`src/rtl/hs_pkg.sv`:
```
package hs_pkg;

   localparam int NUM_PORTS = 3;

   ////////////////////////////////////////////////////////////////////////////////
   // register byte addresses
   localparam logic [7:0] REG_PORT01_MODE = 8'h00;
   localparam logic [7:0] REG_PORT2_MODE  = 8'h04;
   localparam logic [7:0] REG_PORT3_MODE  = 8'h08;
   localparam logic [7:0] REG_DATA0       = 8'h0c;
   localparam logic [7:0] REG_DATA1       = 8'h10;
   localparam logic [7:0] REG_DATA2       = 8'h14;
   localparam logic [7:0] REG_IRQ_STAT    = 8'h18;
   localparam logic [7:0] REG_IRQ_MASK    = 8'h1c;
   localparam logic [7:0] REG_HS_STAT     = 8'h20;

   ////////////////////////////////////////////////////////////////////////////////
   // values after reset
   localparam logic [7:0] RST_PORT01_MODE = 8'h00;
   localparam logic [7:0] RST_PORT2_MODE  = 8'hff;
   localparam logic [7:0] RST_PORT3_MODE  = 8'h00;
   localparam logic       RST_HS_LINE     = 1'b1;

   ////////////////////////////////////////////////////////////////////////////////
   // mode bit positions
   localparam int P01_P0_IN   = 6;
   localparam int P01_P0_OUT  = 7;
   localparam int P01_P1_IN   = 3;
   localparam int P01_P1_OUT  = 4;
   localparam int P01_P0_LOA  = 0;
   localparam int P01_P0_LOB  = 1;
   localparam int P2M_P2_DIR  = 7;
   localparam int P3M_EN0     = 2;
   localparam int P3M_EN1A    = 3;
   localparam int P3M_EN1B    = 4;
   localparam int P3M_EN2     = 5;

   ////////////////////////////////////////////////////////////////////////////////
   // handshake pins of the fourth port, per data port 0..2
   localparam int HS_IN_PIN  [NUM_PORTS] = '{2, 3, 1};
   localparam int HS_OUT_PIN [NUM_PORTS] = '{5, 4, 6};
   localparam int P3_OUT_BASE            = 4;

   ////////////////////////////////////////////////////////////////////////////////
   // carriers
   typedef struct packed {
      logic enable;
      logic dir_in;
      logic wr;
      logic rd;
   } hs_ctrl_s;

   typedef struct packed {
      logic hs_out;
      logic full;
      logic fall;
   } hs_stat_s;

endpackage

```
`src/rtl/hs_port_engine.sv`:
```
`timescale 1ns/100ps

module hs_port_engine (
   input  wire logic             i_clk,
   input  wire logic             i_rst,
   input  wire logic             i_ce,
   input  wire hs_pkg::hs_ctrl_s i_ctrl,
   input  wire logic             i_hs_in,
   output hs_pkg::hs_stat_s      o_stat
);

   typedef struct packed {
      logic prev_in;
      logic hs_out;
      logic full;
   } eng_state_s;

   eng_state_s st;
   eng_state_s next_st;
   logic       fall;
   logic       out_mode;
   logic       in_mode;

   ////////////////////////////////////////////////////////////////////////////////
   always_comb begin
      next_st  = st;
      out_mode = i_ctrl.enable && !i_ctrl.dir_in;
      in_mode  = i_ctrl.enable && i_ctrl.dir_in;
      fall     = i_ctrl.enable && st.prev_in && !i_hs_in;
      next_st.prev_in = i_hs_in;
      if (!i_ctrl.enable) begin
         next_st.hs_out = 1'b1;
         next_st.full   = 1'b0;
      end else if (i_ctrl.dir_in) begin
         if (fall) begin
            next_st.hs_out = 1'b0;
            next_st.full   = 1'b1;
         end else begin
            if (i_ctrl.rd) begin
               next_st.full = 1'b0;
            end
            if (!st.hs_out && i_hs_in && !st.full) begin
               next_st.hs_out = 1'b1;
            end
         end
      end else begin
         if (st.hs_out && st.full && i_hs_in) begin
            next_st.hs_out = 1'b0;
         end else if (!st.hs_out && !i_hs_in) begin
            next_st.hs_out = 1'b1;
            next_st.full   = 1'b0;
         end
         if (i_ctrl.wr) begin
            next_st.full = 1'b1;
         end
      end
   end

   always_ff @(posedge i_clk or posedge i_rst) begin
      if (i_rst) begin
         st <= '{prev_in: hs_pkg::RST_HS_LINE, hs_out: hs_pkg::RST_HS_LINE, full: 1'b0};
      end else if (i_ce) begin
         st <= next_st;
      end
   end

   assign o_stat = '{hs_out: st.hs_out, full: st.full, fall: fall && i_ce};

   ////////////////////////////////////////////////////////////////////////////////
   property p_dav_wait;
      @(posedge i_clk) disable iff (i_rst)
      (i_ce && out_mode && st.hs_out && !i_hs_in) |=> st.hs_out;
   endproperty
   a_dav_wait: assert property (p_dav_wait) else $error("strobe fell while ack low");

   property p_dav_drive;
      @(posedge i_clk) disable iff (i_rst)
      (i_ce && out_mode && st.hs_out && st.full && i_hs_in) |=> !st.hs_out;
   endproperty
   a_dav_drive: assert property (p_dav_drive) else $error("strobe not driven low");

   property p_dav_release;
      @(posedge i_clk) disable iff (i_rst)
      (i_ce && out_mode && !st.hs_out && !i_hs_in)
      |=> (st.hs_out && (!st.full || $past(i_ctrl.wr)));
   endproperty
   a_dav_release: assert property (p_dav_release) else $error("strobe not released");

   property p_dav_hold;
      @(posedge i_clk) disable iff (i_rst)
      (i_ce && out_mode && st.hs_out && !st.full && !i_ctrl.wr) |=> st.hs_out;
   endproperty
   a_dav_hold: assert property (p_dav_hold) else $error("strobe low without new byte");

   property p_idle;
      @(posedge i_clk) disable iff (i_rst)
      (i_ce && !i_ctrl.enable) |=> (st.hs_out && !st.full);
   endproperty
   a_idle: assert property (p_idle) else $error("handshake output not idle high");

   property p_in_take;
      @(posedge i_clk) disable iff (i_rst)
      (i_ce && in_mode && fall) |=> (!st.hs_out && st.full);
   endproperty
   a_in_take: assert property (p_in_take) else $error("input byte not taken");

   c_out_done: cover property (@(posedge i_clk) out_mode && !st.hs_out ##1 st.hs_out);
   c_in_done:  cover property (@(posedge i_clk) in_mode && fall);

endmodule // hs_port_engine

```
`src/rtl/port_strobe_handshake.sv`:
```
// Implementation choices: the register addresses and the Wishbone slave port.
`timescale 1ns/100ps


module port_strobe_handshake (
   input  wire logic        I_CLK,
   input  wire logic        I_RST,
   input  wire logic        I_CE,
   input  wire logic        I_WB_CYC,
   input  wire logic        I_WB_STB,
   input  wire logic        I_WB_WE,
   input  wire logic [7:0]  I_WB_ADR,
   input  wire logic [3:0]  I_WB_SEL,
   input  wire logic [31:0] I_WB_DAT,
   output logic      [31:0] O_WB_DAT,
   output logic             O_WB_ACK,
   output logic             O_IRQ,
   input  wire logic [2:0][7:0] I_PORT,
   output logic      [2:0][7:0] O_PORT,
   output logic      [2:0][7:0] O_PORT_OE,
   input  wire logic [3:0]  I_P3_IN,
   output logic      [2:0]  O_P3_OUT
);

   typedef struct packed {
      logic [7:0]      port01_mode_reg;
      logic [7:0]      port2_mode_reg;
      logic [7:0]      port3_mode_reg;
      logic [2:0][7:0] data;
      logic [2:0]      hs_request;
      logic [2:0]      irq_mask;
      logic            ack;
      logic [7:0]      rdat;
      logic            irq;
      logic [2:0]      p3_out;
      logic [2:0][7:0] port_out;
      logic [2:0][7:0] port_oe;
   } top_state_s;

   top_state_s       st;
   top_state_s       next_st;
   hs_pkg::hs_ctrl_s ctrl [3];
   hs_pkg::hs_stat_s stat [3];
   logic [2:0]       en;
   logic [2:0]       valid;
   logic [2:0]       dir_in;
   logic [2:0]       fall;
   logic [2:0]       full;
   logic [2:0]       hs_out;
   logic             bus_acc;
   logic             bus_wr;
   logic             bus_rd;
   logic [7:0]       wdat;
   logic [2:0]       clr;

   ////////////////////////////////////////////////////////////////////////////////
   // mode decode
   always_comb begin
      en[0]     = st.port3_mode_reg[hs_pkg::P3M_EN0];
      en[1]     = st.port3_mode_reg[hs_pkg::P3M_EN1A]
                  && st.port3_mode_reg[hs_pkg::P3M_EN1B];
      en[2]     = st.port3_mode_reg[hs_pkg::P3M_EN2];
      dir_in[0] = st.port01_mode_reg[hs_pkg::P01_P0_IN]
                  && !st.port01_mode_reg[hs_pkg::P01_P0_OUT];
      valid[0]  = !st.port01_mode_reg[hs_pkg::P01_P0_OUT];
      dir_in[1] = st.port01_mode_reg[hs_pkg::P01_P1_IN]
                  && !st.port01_mode_reg[hs_pkg::P01_P1_OUT];
      valid[1]  = !st.port01_mode_reg[hs_pkg::P01_P1_OUT];
      dir_in[2] = st.port2_mode_reg[hs_pkg::P2M_P2_DIR];
      valid[2]  = 1'b1;
   end

   ////////////////////////////////////////////////////////////////////////////////
   // bus strobes
   always_comb begin
      bus_acc = I_WB_CYC && I_WB_STB && !st.ack;
      bus_wr  = bus_acc && I_WB_WE && I_WB_SEL[0];
      bus_rd  = bus_acc && !I_WB_WE;
      wdat    = I_WB_DAT[7:0];
   end

   ////////////////////////////////////////////////////////////////////////////////
   // one engine per data port
   genvar gi;
   generate
      for (gi = 0; gi < hs_pkg::NUM_PORTS; gi++) begin : g_port
         localparam logic [7:0] DATA_ADR = 8'(hs_pkg::REG_DATA0 + 8'(4 * gi));
         always_comb begin
            ctrl[gi].enable = en[gi] && valid[gi];
            ctrl[gi].dir_in = dir_in[gi];
            ctrl[gi].wr     = bus_wr && (I_WB_ADR == DATA_ADR);
            ctrl[gi].rd     = bus_rd && (I_WB_ADR == DATA_ADR);
            fall[gi]        = stat[gi].fall;
            full[gi]        = stat[gi].full;
            hs_out[gi]      = stat[gi].hs_out;
         end
         hs_port_engine u_engine (
            .i_clk   (I_CLK),
            .i_rst   (I_RST),
            .i_ce    (I_CE),
            .i_ctrl  (ctrl[gi]),
            .i_hs_in (I_P3_IN[hs_pkg::HS_IN_PIN[gi]]),
            .o_stat  (stat[gi])
         );
      end
   endgenerate

   ////////////////////////////////////////////////////////////////////////////////
   // register file and pins
   always_comb begin
      next_st = st;
      clr     = 3'h0;
      next_st.ack = bus_acc;
      if (bus_wr) begin
         case (I_WB_ADR)
            hs_pkg::REG_PORT01_MODE: next_st.port01_mode_reg = wdat;
            hs_pkg::REG_PORT2_MODE:  next_st.port2_mode_reg  = wdat;
            hs_pkg::REG_PORT3_MODE:  next_st.port3_mode_reg  = wdat;
            hs_pkg::REG_DATA0:       next_st.data[0]         = wdat;
            hs_pkg::REG_DATA1:       next_st.data[1]         = wdat;
            hs_pkg::REG_DATA2:       next_st.data[2]         = wdat;
            hs_pkg::REG_IRQ_STAT:    clr                     = wdat[2:0];
            hs_pkg::REG_IRQ_MASK:    next_st.irq_mask        = wdat[2:0];
            default:                 next_st.irq_mask        = st.irq_mask;
         endcase
      end
      if (bus_rd) begin
         case (I_WB_ADR)
            hs_pkg::REG_PORT01_MODE: next_st.rdat = st.port01_mode_reg;
            hs_pkg::REG_PORT2_MODE:  next_st.rdat = st.port2_mode_reg;
            hs_pkg::REG_PORT3_MODE:  next_st.rdat = st.port3_mode_reg;
            hs_pkg::REG_DATA0:       next_st.rdat = st.data[0];
            hs_pkg::REG_DATA1:       next_st.rdat = st.data[1];
            hs_pkg::REG_DATA2:       next_st.rdat = st.data[2];
            hs_pkg::REG_IRQ_STAT:    next_st.rdat = {5'h00, st.hs_request};
            hs_pkg::REG_IRQ_MASK:    next_st.rdat = {5'h00, st.irq_mask};
            hs_pkg::REG_HS_STAT:     next_st.rdat = {2'h0, full, hs_out};
            default:                 next_st.rdat = 8'h00;
         endcase
      end
      for (int i = 0; i < hs_pkg::NUM_PORTS; i++) begin
         if (fall[i] && ctrl[i].dir_in) begin
            next_st.data[i] = I_PORT[i];
         end
         next_st.p3_out[hs_pkg::HS_OUT_PIN[i] - hs_pkg::P3_OUT_BASE] = hs_out[i];
         next_st.port_out[i] = st.data[i];
      end
      // request set wins over a clear in the same cycle
      next_st.hs_request = (st.hs_request & ~clr) | fall;
      next_st.irq        = |(next_st.hs_request & next_st.irq_mask);
      next_st.port_oe[0] = {
         {4{st.port01_mode_reg[hs_pkg::P01_P0_OUT:hs_pkg::P01_P0_IN] == 2'b00}},
         {4{st.port01_mode_reg[hs_pkg::P01_P0_LOB:hs_pkg::P01_P0_LOA] == 2'b00}}
      };
      next_st.port_oe[1] =
         {8{st.port01_mode_reg[hs_pkg::P01_P1_OUT:hs_pkg::P01_P1_IN] == 2'b00}};
      next_st.port_oe[2] = ~st.port2_mode_reg;
   end

   always_ff @(posedge I_CLK or posedge I_RST) begin
      if (I_RST) begin
         st                 <= '0;
         st.port01_mode_reg <= hs_pkg::RST_PORT01_MODE;
         st.port2_mode_reg  <= hs_pkg::RST_PORT2_MODE;
         st.port3_mode_reg  <= hs_pkg::RST_PORT3_MODE;
         st.p3_out          <= {3{hs_pkg::RST_HS_LINE}};
      end else if (I_CE) begin
         st <= next_st;
      end
   end

   ////////////////////////////////////////////////////////////////////////////////
   // outputs
   assign O_WB_DAT  = {24'h000000, st.rdat};
   assign O_WB_ACK  = st.ack;
   assign O_IRQ     = st.irq;
   assign O_PORT    = st.port_out;
   assign O_PORT_OE = st.port_oe;
   assign O_P3_OUT  = st.p3_out;

   ////////////////////////////////////////////////////////////////////////////////
   // checks
   property p_req_set;
      @(posedge I_CLK) disable iff (I_RST)
      (I_CE && (fall != 3'h0)) |=> ((st.hs_request & $past(fall)) == $past(fall));
   endproperty
   a_req_set: assert property (p_req_set) else $error("handshake request lost");

   property p_p0_latch;
      @(posedge I_CLK) disable iff (I_RST)
      (I_CE && en[0] && st.port01_mode_reg[7:6] == 2'b01 && fall[0])
      |=> (st.data[0] == $past(I_PORT[0]));
   endproperty
   a_p0_latch: assert property (p_p0_latch) else $error("port 0 byte not latched");

   property p_p1_out;
      @(posedge I_CLK) disable iff (I_RST)
      (I_CE && st.port01_mode_reg[4:3] == 2'b00) |=> (O_PORT_OE[1] == 8'hff);
   endproperty
   a_p1_out: assert property (p_p1_out) else $error("port 1 not driven as output");

   property p_p2_in;
      @(posedge I_CLK) disable iff (I_RST)
      (I_CE && st.port2_mode_reg[7]) |=> !O_PORT_OE[2][7];
   endproperty
   a_p2_in: assert property (p_p2_in) else $error("port 2 high bit driven in input mode");

   property p_p3_idle;
      @(posedge I_CLK) disable iff (I_RST)
      (I_CE && !st.port3_mode_reg[5]) ##1 I_CE |=> O_P3_OUT[2];
   endproperty
   a_p3_idle: assert property (p_p3_idle) else $error("port 2 strobe low while disabled");

   c_irq: cover property (@(posedge I_CLK) disable iff (I_RST) !O_IRQ ##1 O_IRQ);

endmodule // port_strobe_handshake

```
`config.mk`:
```
export PLATFORM = sky130hd
export DESIGN_NAME = port_strobe_handshake
export DESIGN_NICKNAME = d
export VERILOG_FILES = /design/src/rtl/hs_pkg.sv /design/src/rtl/hs_port_engine.sv /design/src/rtl/port_strobe_handshake.sv
export SDC_FILE = /design/constraint.sdc
export NUM_CORES = 1
export LEC_CHECK = 0
export CORE_UTILIZATION = 35
export CTS_BUF_LIST = sky130_fd_sc_hd__clkbuf_2
export CTS_CLUSTER_SIZE = 40
export DETAILED_ROUTE_END_ITERATION = 6
export DONT_BUFFER_PORTS = 1
export PLACE_DENSITY = 0.6
export SLEW_MARGIN = 20
export SYNTH_ARGS = -nofsm -noshare
export SYNTH_HDL_FRONTEND = slang
export SYNTH_SLANG_ARGS = --single-unit
```
`constraint.sdc`:
```
create_clock -name I_CLK -period 8.5 [get_ports I_CLK]
set_clock_uncertainty 0.05 [all_clocks]
set_input_delay 1.7 -clock I_CLK [delete_from_list [all_inputs] [get_ports I_CLK]]
set_output_delay 1.7 -clock I_CLK [all_outputs]
set_load 0.02 [all_outputs]
```
==> results of run 1 <==
[placed cells by master, fill, tap and decap left out, types with 3 or more instances in the layout]
cell,synthesis,final
o21ai_0,41,41
buf_4,83,4
nor2b_1,7,7
nand4_1,3,3
a21oi_1,8,8
and3b_1,3,3
a32o_1,4,4
mux2i_1,40,40
dfstp_2,17,17
nand2_1,66,66
inv_1,11,10
mux2_2,54,54
and3_1,3,3
nor4_4,3,3
o21ai_1,13,13
a22oi_1,5,5
nor2_1,19,18
a2111oi_0,3,3
clkbuf_2,1,10
dfrtp_1,94,93
nor3_1,7,7
o31ai_1,7,7
a32oi_1,5,5
conb_1,1,24
nand3_1,10,10
[tightest hold or removal path, delay by kind of cell, from the launching register on]
family / cells / cell delay (ns)
DFF: 1 / 0.43
AOI/OAI and AO/OA: 1 / 0.07
buffers and inverters: 1 / 0.04
[power by group through the flow]
stage	Clock (mW)	Combinational [mW]	Sequential [mW]
CTS	0.287	0.0797	0.609
global route	0.307	0.0888	0.613
finish	0.276	0.0788	0.608
floorplan	0	0.131	0.580
detailed placement	0	0.0797	0.618
global placement	0	0.0776	0.617
[stage by stage]
step	setup slack, ns	hold WS [ns]
detailed placement	4.67	0.417
global route	5.04	0.471
finish	5.16	0.451
global placement	4.75	0.412
CTS	5.10	0.450
floorplan	3.85	0.389
[synth_stat cells, types with 4 or more instances]
cell | n | area [um2]
o31ai_1 | 7 | 52.6
nand3_1 | 10 | 50.1
a22oi_1 | 5 | 37.5
o21ai_0 | 41 | 205
nand2_1 | 66 | 248
dfrtp_1 | 94 | 2350
a32oi_1 | 5 | 43.8
a21oi_1 | 8 | 40.0
clkbuf_1 | 12 | 45.0
buf_4 | 83 | 623
o21ai_1 | 13 | 65.1
a32o_1 | 4 | 40.0
nor3_1 | 7 | 35.0
mux2_2 | 54 | 608
dfstp_2 | 17 | 447
nor2b_1 | 7 | 43.8
nor2_1 | 19 | 71.3
buf_2 | 9 | 45.0
inv_1 | 11 | 41.3
mux2i_1 | 40 | 400
buf_1 | 5 | 18.8
[registers in the layout, indices dropped and copies added, names as in the netlist, 2 cells and up]
signal,cells
O_P3_OUT,3
O_PORT,24
O_PORT_OE,11
O_WB_DAT,8
ctrl,2
g_port.u_engine.o_stat,6
g_port.u_engine.st,3
next_st,24
st,27
[layout make-up]
cell class | count | area, um2
Tap cell | 225 | 282
Fill cell | 1732 | 11300
Clock inverter | 6 | 83.8
Clock buffer | 10 | 50.0
Inverter | 11 | 43.8
Timing Repair Buffer | 4 | 30.0
Sequential cell | 111 | 2800
Multi-Input combinational cell | 377 | 2680
[routing by layer]
metal  part of all wire  wire length, um
met4              0.019              310
met3              0.079             1310
met1               0.45             7430
met5                  0                0
met2               0.45             7510
[cell families (layout without fill, tap and decap cells)]
logic type / after synthesis / after routing
buf+inv: 121 / 31
flops: 111 / 111
other cells: 1 / 24
compound gates: 113 / 113
simple gates: 146 / 146
mux: 94 / 94
[worst paths after layout]
check / to / slack [ns] / cells past startpoint / start
max: O_PORT_OE[10] / 5.16 / 0 / O_PORT_OE[8]
min: g_port[2].u_engine.st[2] / 0.45 / 2 / g_port[2].u_engine.st[2]
max reg2reg: next_st[46] / 5.78 / 5 / g_port[2].u_engine.st[2]
min reg2reg: g_port[2].u_engine.st[2] / 0.45 / 2 / g_port[2].u_engine.st[2]
max in group asynchronous: O_PORT_OE[8] / 6.28 / 2 / I_RST
min in group asynchronous: O_PORT[9] / 0.94 / 1 / I_RST
==> results.py, run 1 <==
metrics = {
    "min_path": {
        "hold_path_class": "flop to flop",
    },
    "synthesis": {
        "synth_edf_count": 0,
        "ys_warn_count": 0,
        "synth_cell_types": 69,
        "syn_area_per_cell_um2": 10.5,
        "synthFlopType": "dfrtp_1",
        "yosysSeqAreaShare": 0.454,
        "synthXorXnorAreaFrac": 0,
        "syn-cell-area_um2": 6170,
        "ys_ff_latch": 111,
        "synth_fa_ha_area_frac": 0,
        "syn_inst": 586,
        "ys_async_sr_fraction": 1.00,
        "muxShareOfSynthArea": 0.163,
        "synth_compound_area_frac": 0.119,
        "synth_top_family_by_area": "multiplexers",
        "yosys.area_share.simple": 0.137,
    },
    "clock_tree": {
        "post-cts-setup-buffers": 0,
        "clk_pin_slew_ns": 0.27,
        "root_buffer": "clkbuf_2",
        "tritoncts": "done",
        "cts-resized-gates": 0,
        "htreeDepth": 3,
        "clock_latency_ns": 0.65,
        "hold_buffers": 0,
        "clockBufferDepth": 2,
        "clock_sinks": 111,
        "numCtsBuffers": 9,
    },
    "final_layout": {
        "final_area_um2": 5970,
        "drive_gt1_frac": 0.214,
        "antenna_cells": 0,
        "area.growth.synth_to_final_pct": -3.22,
        "fin_util": 0.346,
        "final_cells": 744,
        "nets": 592,
    },
    "critical_path": {
        "path_class": "flop to output pin",
        "cp-start-kind": "flop",
        "crit_path_end_kind": "output pin",
        "arrival_ns": 1.59,
        "required_ns": 6.75,
        "path_max_fanout": 9,
    },
    "global_routing": {
        "gr-total-overflow": 0,
        "met1_usage": 0.256,
        "antenna_found_initial": 0,
        "grt_usage": 0.191,
        "met3_usage": 0.0499,
        "top_usage_layer": "met2",
        "gr-usage-met2": 0.297,
        "grt_pass1_vias": 4080,
        "grt_pass1_wl_mm": 25.3,
        "grt_max_degree": 58,
    },
    "run_status": {
        "status": "finished, final reports clean",
    },
    "timing": {
        "tightestPinTransition_ns": 1.08,
        "fmax_mhz": 300,
        "maxSlewViolCount": 0,
        "min_period_ns": 3.34,
        "slew_headroom": 0.264,
        "hold_viol": 0,
        "fin_crit_sh": 0.393,
        "setup_viol_count_final": 0,
        "tns_ns": 0,
        "rsz0062_at_grt": "no",
    },
    "die": {
        "dieHeight_um": 135,
        "ios": 163,
        "core-area_um2": 17200,
        "die_w_um": 135,
        "start_util": 0.358,
        "dieArea_um2": 18200,
        "fp-row-count": 48,
    },
    "power": {
        "irDropWorstVdd_mv": 0.112,
        "netSwitchingFraction": 0.286,
        "p_leak_nw": 2.59,
        "p_total_mw": 0.963,
        "power_frac_clock": 0.286,
        "p_per_area_nw_per_um2": 161,
        "power_frac_seq": 0.632,
        "p_switching_mw": 0.275,
        "pwr-share-comb": 0.082,
        "p_int_mw": 0.688,
    },
    "placement": {
        "placed_cell_area_um2": 5830,
        "dp_cells": 728,
        "place.detailed.hpwl_mm": 12.2,
        "routabilityCongestion": 0.926,
        "numPortBuffers": 0,
    },
    "drt": {
        "first_pass_iters": 4,
        "drt_iter0_markers": 310,
        "via_count": 4036,
        "wl_per_cell_um": 22.3,
        "drt-total-wl_mm": 16.6,
        "postRouteAntennaNets": 0,
        "via_per_inst": 5.42,
        "drcViolationCount": 0,
    },
    "flow_run": {
        "max_cap_viol_count": 0,
    },
}
No activity file was read; power rests on OpenSTA's default activity.
==> inputs of run 2 (changes only) <==
- PLACE_DENSITY: 0.6 -> 0.62
- clock period: 8.5 -> 2.8 ns (I/O delays scaled with it)
==> results.py, run 2 (synthesis results as in run 1) <==
metrics = {
    "critical_path": {
        "crit_path_end_kind": "flop",
        "path_max_fanout": 8,
        "path_cells": "nand3b_4 > or2_2 > nor2_4 > mux2i_1 > o21ai_0 > dlygate4sd3_1",
        "crit_buf_inv": 1,
        "cpMaxStageDelayCell": "dlygate4sd3_1",
        "arrival_ns": 3.11,
        "critical_path_depth": 6,
        "required_ns": 3.36,
        "slowest_delay_ns": 0.56,
        "cp-start-kind": "flop",
        "critical_path.top_delay_family": "simple AND/OR/NAND/NOR gates",
        "path_class": "flop to flop",
        "worstSetupStartpoint": "O_WB_ACK",
        "rr_startpoint": "O_WB_ACK",
        "r2r_cells": 6,
    },
    "timing": {
        "slew_headroom": 0.266,
        "fin_crit_sh": 0.910,
        "fmax_mhz": 393,
        "tns_ns": 0,
        "whs_ns": 0.0490,
        "rsz0062_at_grt": "no",
        "setup_viol_count_final": 0,
        "tightestPinTransition_ns": 1.10,
        "hold_viol": 0,
        "min_period_ns": 2.55,
        "maxSlewViolCount": 0,
    },
    "global_routing": {
        "grt_max_degree": 45,
        "grt_pass1_vias": 4363,
        "gr-total-overflow": 0,
        "antenna_found_initial": 1,
        "grt_usage": 0.199,
        "grt_pass1_wl_mm": 26.6,
    },
    "drt": {
        "drt-total-wl_mm": 17.6,
        "first_pass_iters": 5,
        "via_count": 4307,
        "via_per_inst": 5.33,
        "drcViolationCount": 0,
        "postRouteAntennaNets": 0,
        "wl_per_cell_um": 21.8,
        "drt_iter0_markers": 310,
    },
    "die": {
        "core-area_um2": 17200,
        "die_w_um": 135,
        "start_util": 0.358,
        "ios": 163,
        "fp-row-count": 48,
        "dieArea_um2": 18200,
        "dieHeight_um": 135,
    },
    "clock_tree": {
        "root_buffer": "clkbuf_2",
        "htreeDepth": 3,
        "cts-resized-gates": 0,
        "clk_pin_slew_ns": 0.33,
        "numCtsBuffers": 9,
        "clock_latency_ns": 0.67,
        "clockBufferDepth": 2,
        "tritoncts": "done",
        "clock_sinks": 111,
    },
    "final_layout": {
        "layout.area.seq_um2": 2800,
        "fin_util": 0.381,
        "nFillCells": 1679,
        "area.growth.synth_to_final_pct": 6.53,
        "regMostFlops": "st",
        "largest_reg_flops": 27,
        "drive_gt1_frac": 0.211,
        "layout_common_cells": "dfrtp_1, nand2_1, mux2_2",
        "multi_input_area_um2": 2680,
        "nets": 655,
        "layout_commonest_cell": "dfrtp_1",
    },
    "power": {
        "irDropWorstVdd_mv": 0.272,
        "p_per_area_nw_per_um2": 442,
        "p_leak_nw": 2.87,
    },
    "run_status": {
        "status": "finished, final reports clean",
    },
    "flow_run": {
        "max_cap_viol_count": 0,
    },
    "placement": {
        "place.detailed.hpwl_mm": 12.4,
        "numPortBuffers": 0,
        "routabilityCongestion": 0.905,
    },
    "min_path": {
        "worstHoldStart": "I_WB_DAT[4]",
        "holdPathStages": 2,
        "hold_path_class": "input port to flop",
    },
}
==> run 2: changes by cell type in the layout (fill, tap and decap cells not counted), moves of 2 or more <==
cell           before  now
dlygate4sd3_1       0   52
clkinv_2            0    2
buf_12              0    3
bufinv_16           2    0
clkinv_1            2    0
buf_4               4   12
==> run 2: report_power, final <==
group / internal (mW) / switching (mW)
sequential: 1.70 / 0.153
clock: 0.127 / 0.581
combinational: 0.164 / 0.184
==> run 2: worst paths after layout <==
check | endpoint | slack, ns
worst max-delay path | next_st[37] | 0.25
worst min-delay path | next_st[36] | 0.05
worst max register to register | next_st[37] | 0.25
worst min register to register | O_PORT_OE[3] | 0.46
max in group asynchronous | st[103] | 1.83
min in group asynchronous | g_port[1].u_engine.o_stat[1] | 0.25
==> run 2: metrics by stage <==
step           cells  area (um2)  power, mW  setup slack (ns)
6_report         808        6570       2.91             0.253
5_1_grt          808        6570       3.02             0.136
2_1_floorplan    609        6260       2.16             0.559
4_1_cts          800        6500       2.91             0.256
3_5_place_dp     738        5940       2.13             0.444
3_3_place_gp     738        5940       2.12             0.464
==> run 2: routing by layer <==
metal / share of wire / vias to the layer above / global-route usage
li1: - / 1955 / -
met1: 0.45 / 2150 / 0.275
met2: 0.46 / 175 / 0.308
met3: 0.071 / 27 / 0.0480
met4: 0.017 / 0 / 0.0562
met5: 0 / - / 0
==> run 2: layout make-up <==
class,instances,area share
Antenna cell,1,0.000381
Clock buffer,10,0.00761
Clock inverter,6,0.00666
Inverter,11,0.00685
Multi-Input combinational cell,377,0.408
Sequential cell,111,0.426
Tap cell,225,0.0428
Timing Repair Buffer,67,0.102
==> run 2: worst reg2reg max path: stages (launching register included) <==
cell,delay (ns)
dfrtp_1,0.54
nand3b_4,0.26
or2_2,0.42
nor2_4,0.35
mux2i_1,0.24
o21ai_0,0.09
dlygate4sd3_1,0.56
==> run 2: repair_timing <==
action	CTS	global route
hold buffers	46	7
setup buffers	0	0
endpoints found under the hold margin	158	6
setup endpoints to repair	0	0
==> inputs of run 3 (changes only) <==
--- a/config.mk
+++ b/config.mk
@@ -12,3 +12,3 @@
 export DONT_BUFFER_PORTS = 1
-export PLACE_DENSITY = 0.62
+export PLACE_DENSITY = 0.6
 export SLEW_MARGIN = 20
==> constraint.sdc (replaced) <==
create_clock -name I_CLK -period 3.2 [get_ports I_CLK]
set_clock_uncertainty 0.05 [all_clocks]
set_input_delay 0.64 -clock I_CLK [delete_from_list [all_inputs] [get_ports I_CLK]]
set_output_delay 0.64 -clock I_CLK [all_outputs]
set_load 0.05 [all_outputs]
==> results.py, run 3 (synthesis results as in run 1) <==
metrics = {
    "power": {
        "power_frac_seq": 0.625,
        "p_switching_mw": 0.902,
        "pwr-share-comb": 0.103,
        "power_frac_clock": 0.273,
        "p_total_mw": 2.76,
        "irDropWorstVdd_mv": 0.214,
        "netSwitchingFraction": 0.326,
        "p_per_area_nw_per_um2": 437,
        "p_int_mw": 1.86,
        "p_leak_nw": 2.74,
    },
    "timing": {
        "setup_ws_ns": 0.613,
        "hold_viol": 0,
        "maxSlewViolCount": 0,
        "tns_ns": 0,
        "fmax_mhz": 387,
        "setup_viol_count_final": 0,
        "tightestPinTransition_ns": 1.11,
        "rsz0062_at_grt": "no",
        "fin_crit_sh": 0.808,
        "slew_headroom": 0.260,
        "min_period_ns": 2.59,
    },
    "final_layout": {
        "final_cells": 778,
        "area.growth.synth_to_final_pct": 2.49,
        "layout_common_cells": "dfrtp_1, nand2_1, mux2_2",
        "final_area_um2": 6320,
        "layout.area.seq_um2": 2810,
        "nets": 626,
        "nFillCells": 1694,
        "antenna_cells": 0,
        "regMostFlops": "st",
        "drive_gt1_frac": 0.212,
        "layout_commonest_cell": "dfrtp_1",
        "largest_reg_flops": 27,
        "multi_input_area_um2": 2680,
    },
    "placement": {
        "place_ws_ns": 0.682,
        "numPortBuffers": 0,
        "place.detailed.hpwl_mm": 12.1,
        "routabilityCongestion": 0.927,
        "dp_cells": 731,
        "placed_cell_area_um2": 5880,
    },
    "global_routing": {
        "grt_max_degree": 112,
        "gr-total-overflow": 0,
        "grt_usage": 0.193,
        "grt_pass1_vias": 4184,
        "grt_pass1_wl_mm": 25.7,
        "antenna_found_initial": 0,
    },
    "clock_tree": {
        "clock_sinks": 111,
        "tritoncts": "done",
        "htreeDepth": 3,
        "clk_pin_slew_ns": 0.29,
        "cts-resized-gates": 0,
        "clock_latency_ns": 0.68,
        "clockBufferDepth": 2,
        "numCtsBuffers": 9,
        "post-cts-setup-buffers": 0,
        "root_buffer": "clkbuf_2",
        "hold_buffers": 23,
    },
    "critical_path": {
        "worstSetupStartpoint": "O_PORT_OE[8]",
        "crit_path_end_kind": "output pin",
        "rr_startpoint": "O_WB_ACK",
        "required_ns": 2.51,
        "arrival_ns": 1.90,
        "path_class": "flop to output pin",
        "path_max_fanout": 9,
        "reg2reg_slack_ns": 0.68,
        "cp-start-kind": "flop",
    },
    "drt": {
        "via_per_inst": 5.34,
        "postRouteAntennaNets": 0,
        "drt-total-wl_mm": 17.1,
        "drcViolationCount": 1,
        "drt_iter0_markers": 272,
        "first_pass_iters": 7,
        "via_count": 4153,
        "wl_per_cell_um": 22.0,
    },
    "die": {
        "dieHeight_um": 135,
        "dieArea_um2": 18200,
        "ios": 163,
        "fp-row-count": 48,
        "start_util": 0.358,
        "core-area_um2": 17200,
        "die_w_um": 135,
    },
    "run_status": {
        "status": "complete, but fails checks",
        "violations": "DRC",
    },
    "min_path": {
        "worstHoldStart": "I_WB_DAT[2]",
        "hold_path_class": "input port to flop",
    },
    "flow_run": {
        "max_cap_viol_count": 0,
    },
}
[run 3: changes by cell type in the layout (fill, tap and decap cells not counted)]
cell,previous run,this run
dfrtp_4,0,1
inv_6,2,1
diode_2,1,0
buf_4,12,6
clkinvlp_4,2,1
dfrtp_2,1,2
clkbuf_2,10,11
bufinv_16,0,2
buf_12,3,1
clkinv_2,2,1
dlygate4sd3_1,52,31
dfrtp_1,93,91
[run 3: area by class of cell]
class                      instances  share of cell area
clock buffer                      11             0.00871
clock inverter                     5              0.0131
inverter                          11             0.00712
multi-input combinational        377               0.424
sequential                       111               0.444
tap                              225              0.0445
timing repair buffer              38              0.0594
[run 3: power groups by stage]
stage / clock network, mW / registers, mW / logic [mW]
after global routing: 0.833 / 1.74 / 0.312
after CTS: 0.774 / 1.73 / 0.276
final: 0.754 / 1.73 / 0.284
after detailed placement: 0 / 1.75 / 0.251
after global placement: 0 / 1.75 / 0.245
after floorplan: 0 / 1.55 / 0.496
[run 3: metal layers]
metal,GRT usage,part of all wire,vias to the layer above
met5,0,0,-
met4,0.0699,0.021,0
met3,0.0507,0.071,21
met2,0.303,0.47,156
met1,0.257,0.44,2073
li1,-,-,1903
[run 3: worst paths after layout]
path | to | depth (start not counted)
worst min register to register | O_PORT_OE[3] | 1
min in group asynchronous | next_st[34] | 3
worst max register to register | O_WB_DAT[6] | 5
max in group asynchronous | O_PORT_OE[8] | 3
worst min-delay path | st[101] | 1
worst max-delay path | O_PORT_OE[10] | 0
[run 3: per-stage QoR]
stage,utilization,hold slack (ns)
floorplan,-,0.389
global placement,0.341,0.408
detailed placement,0.341,0.419
CTS,0.362,0.00342
global route,0.367,0.00241
finish,0.367,0.0531
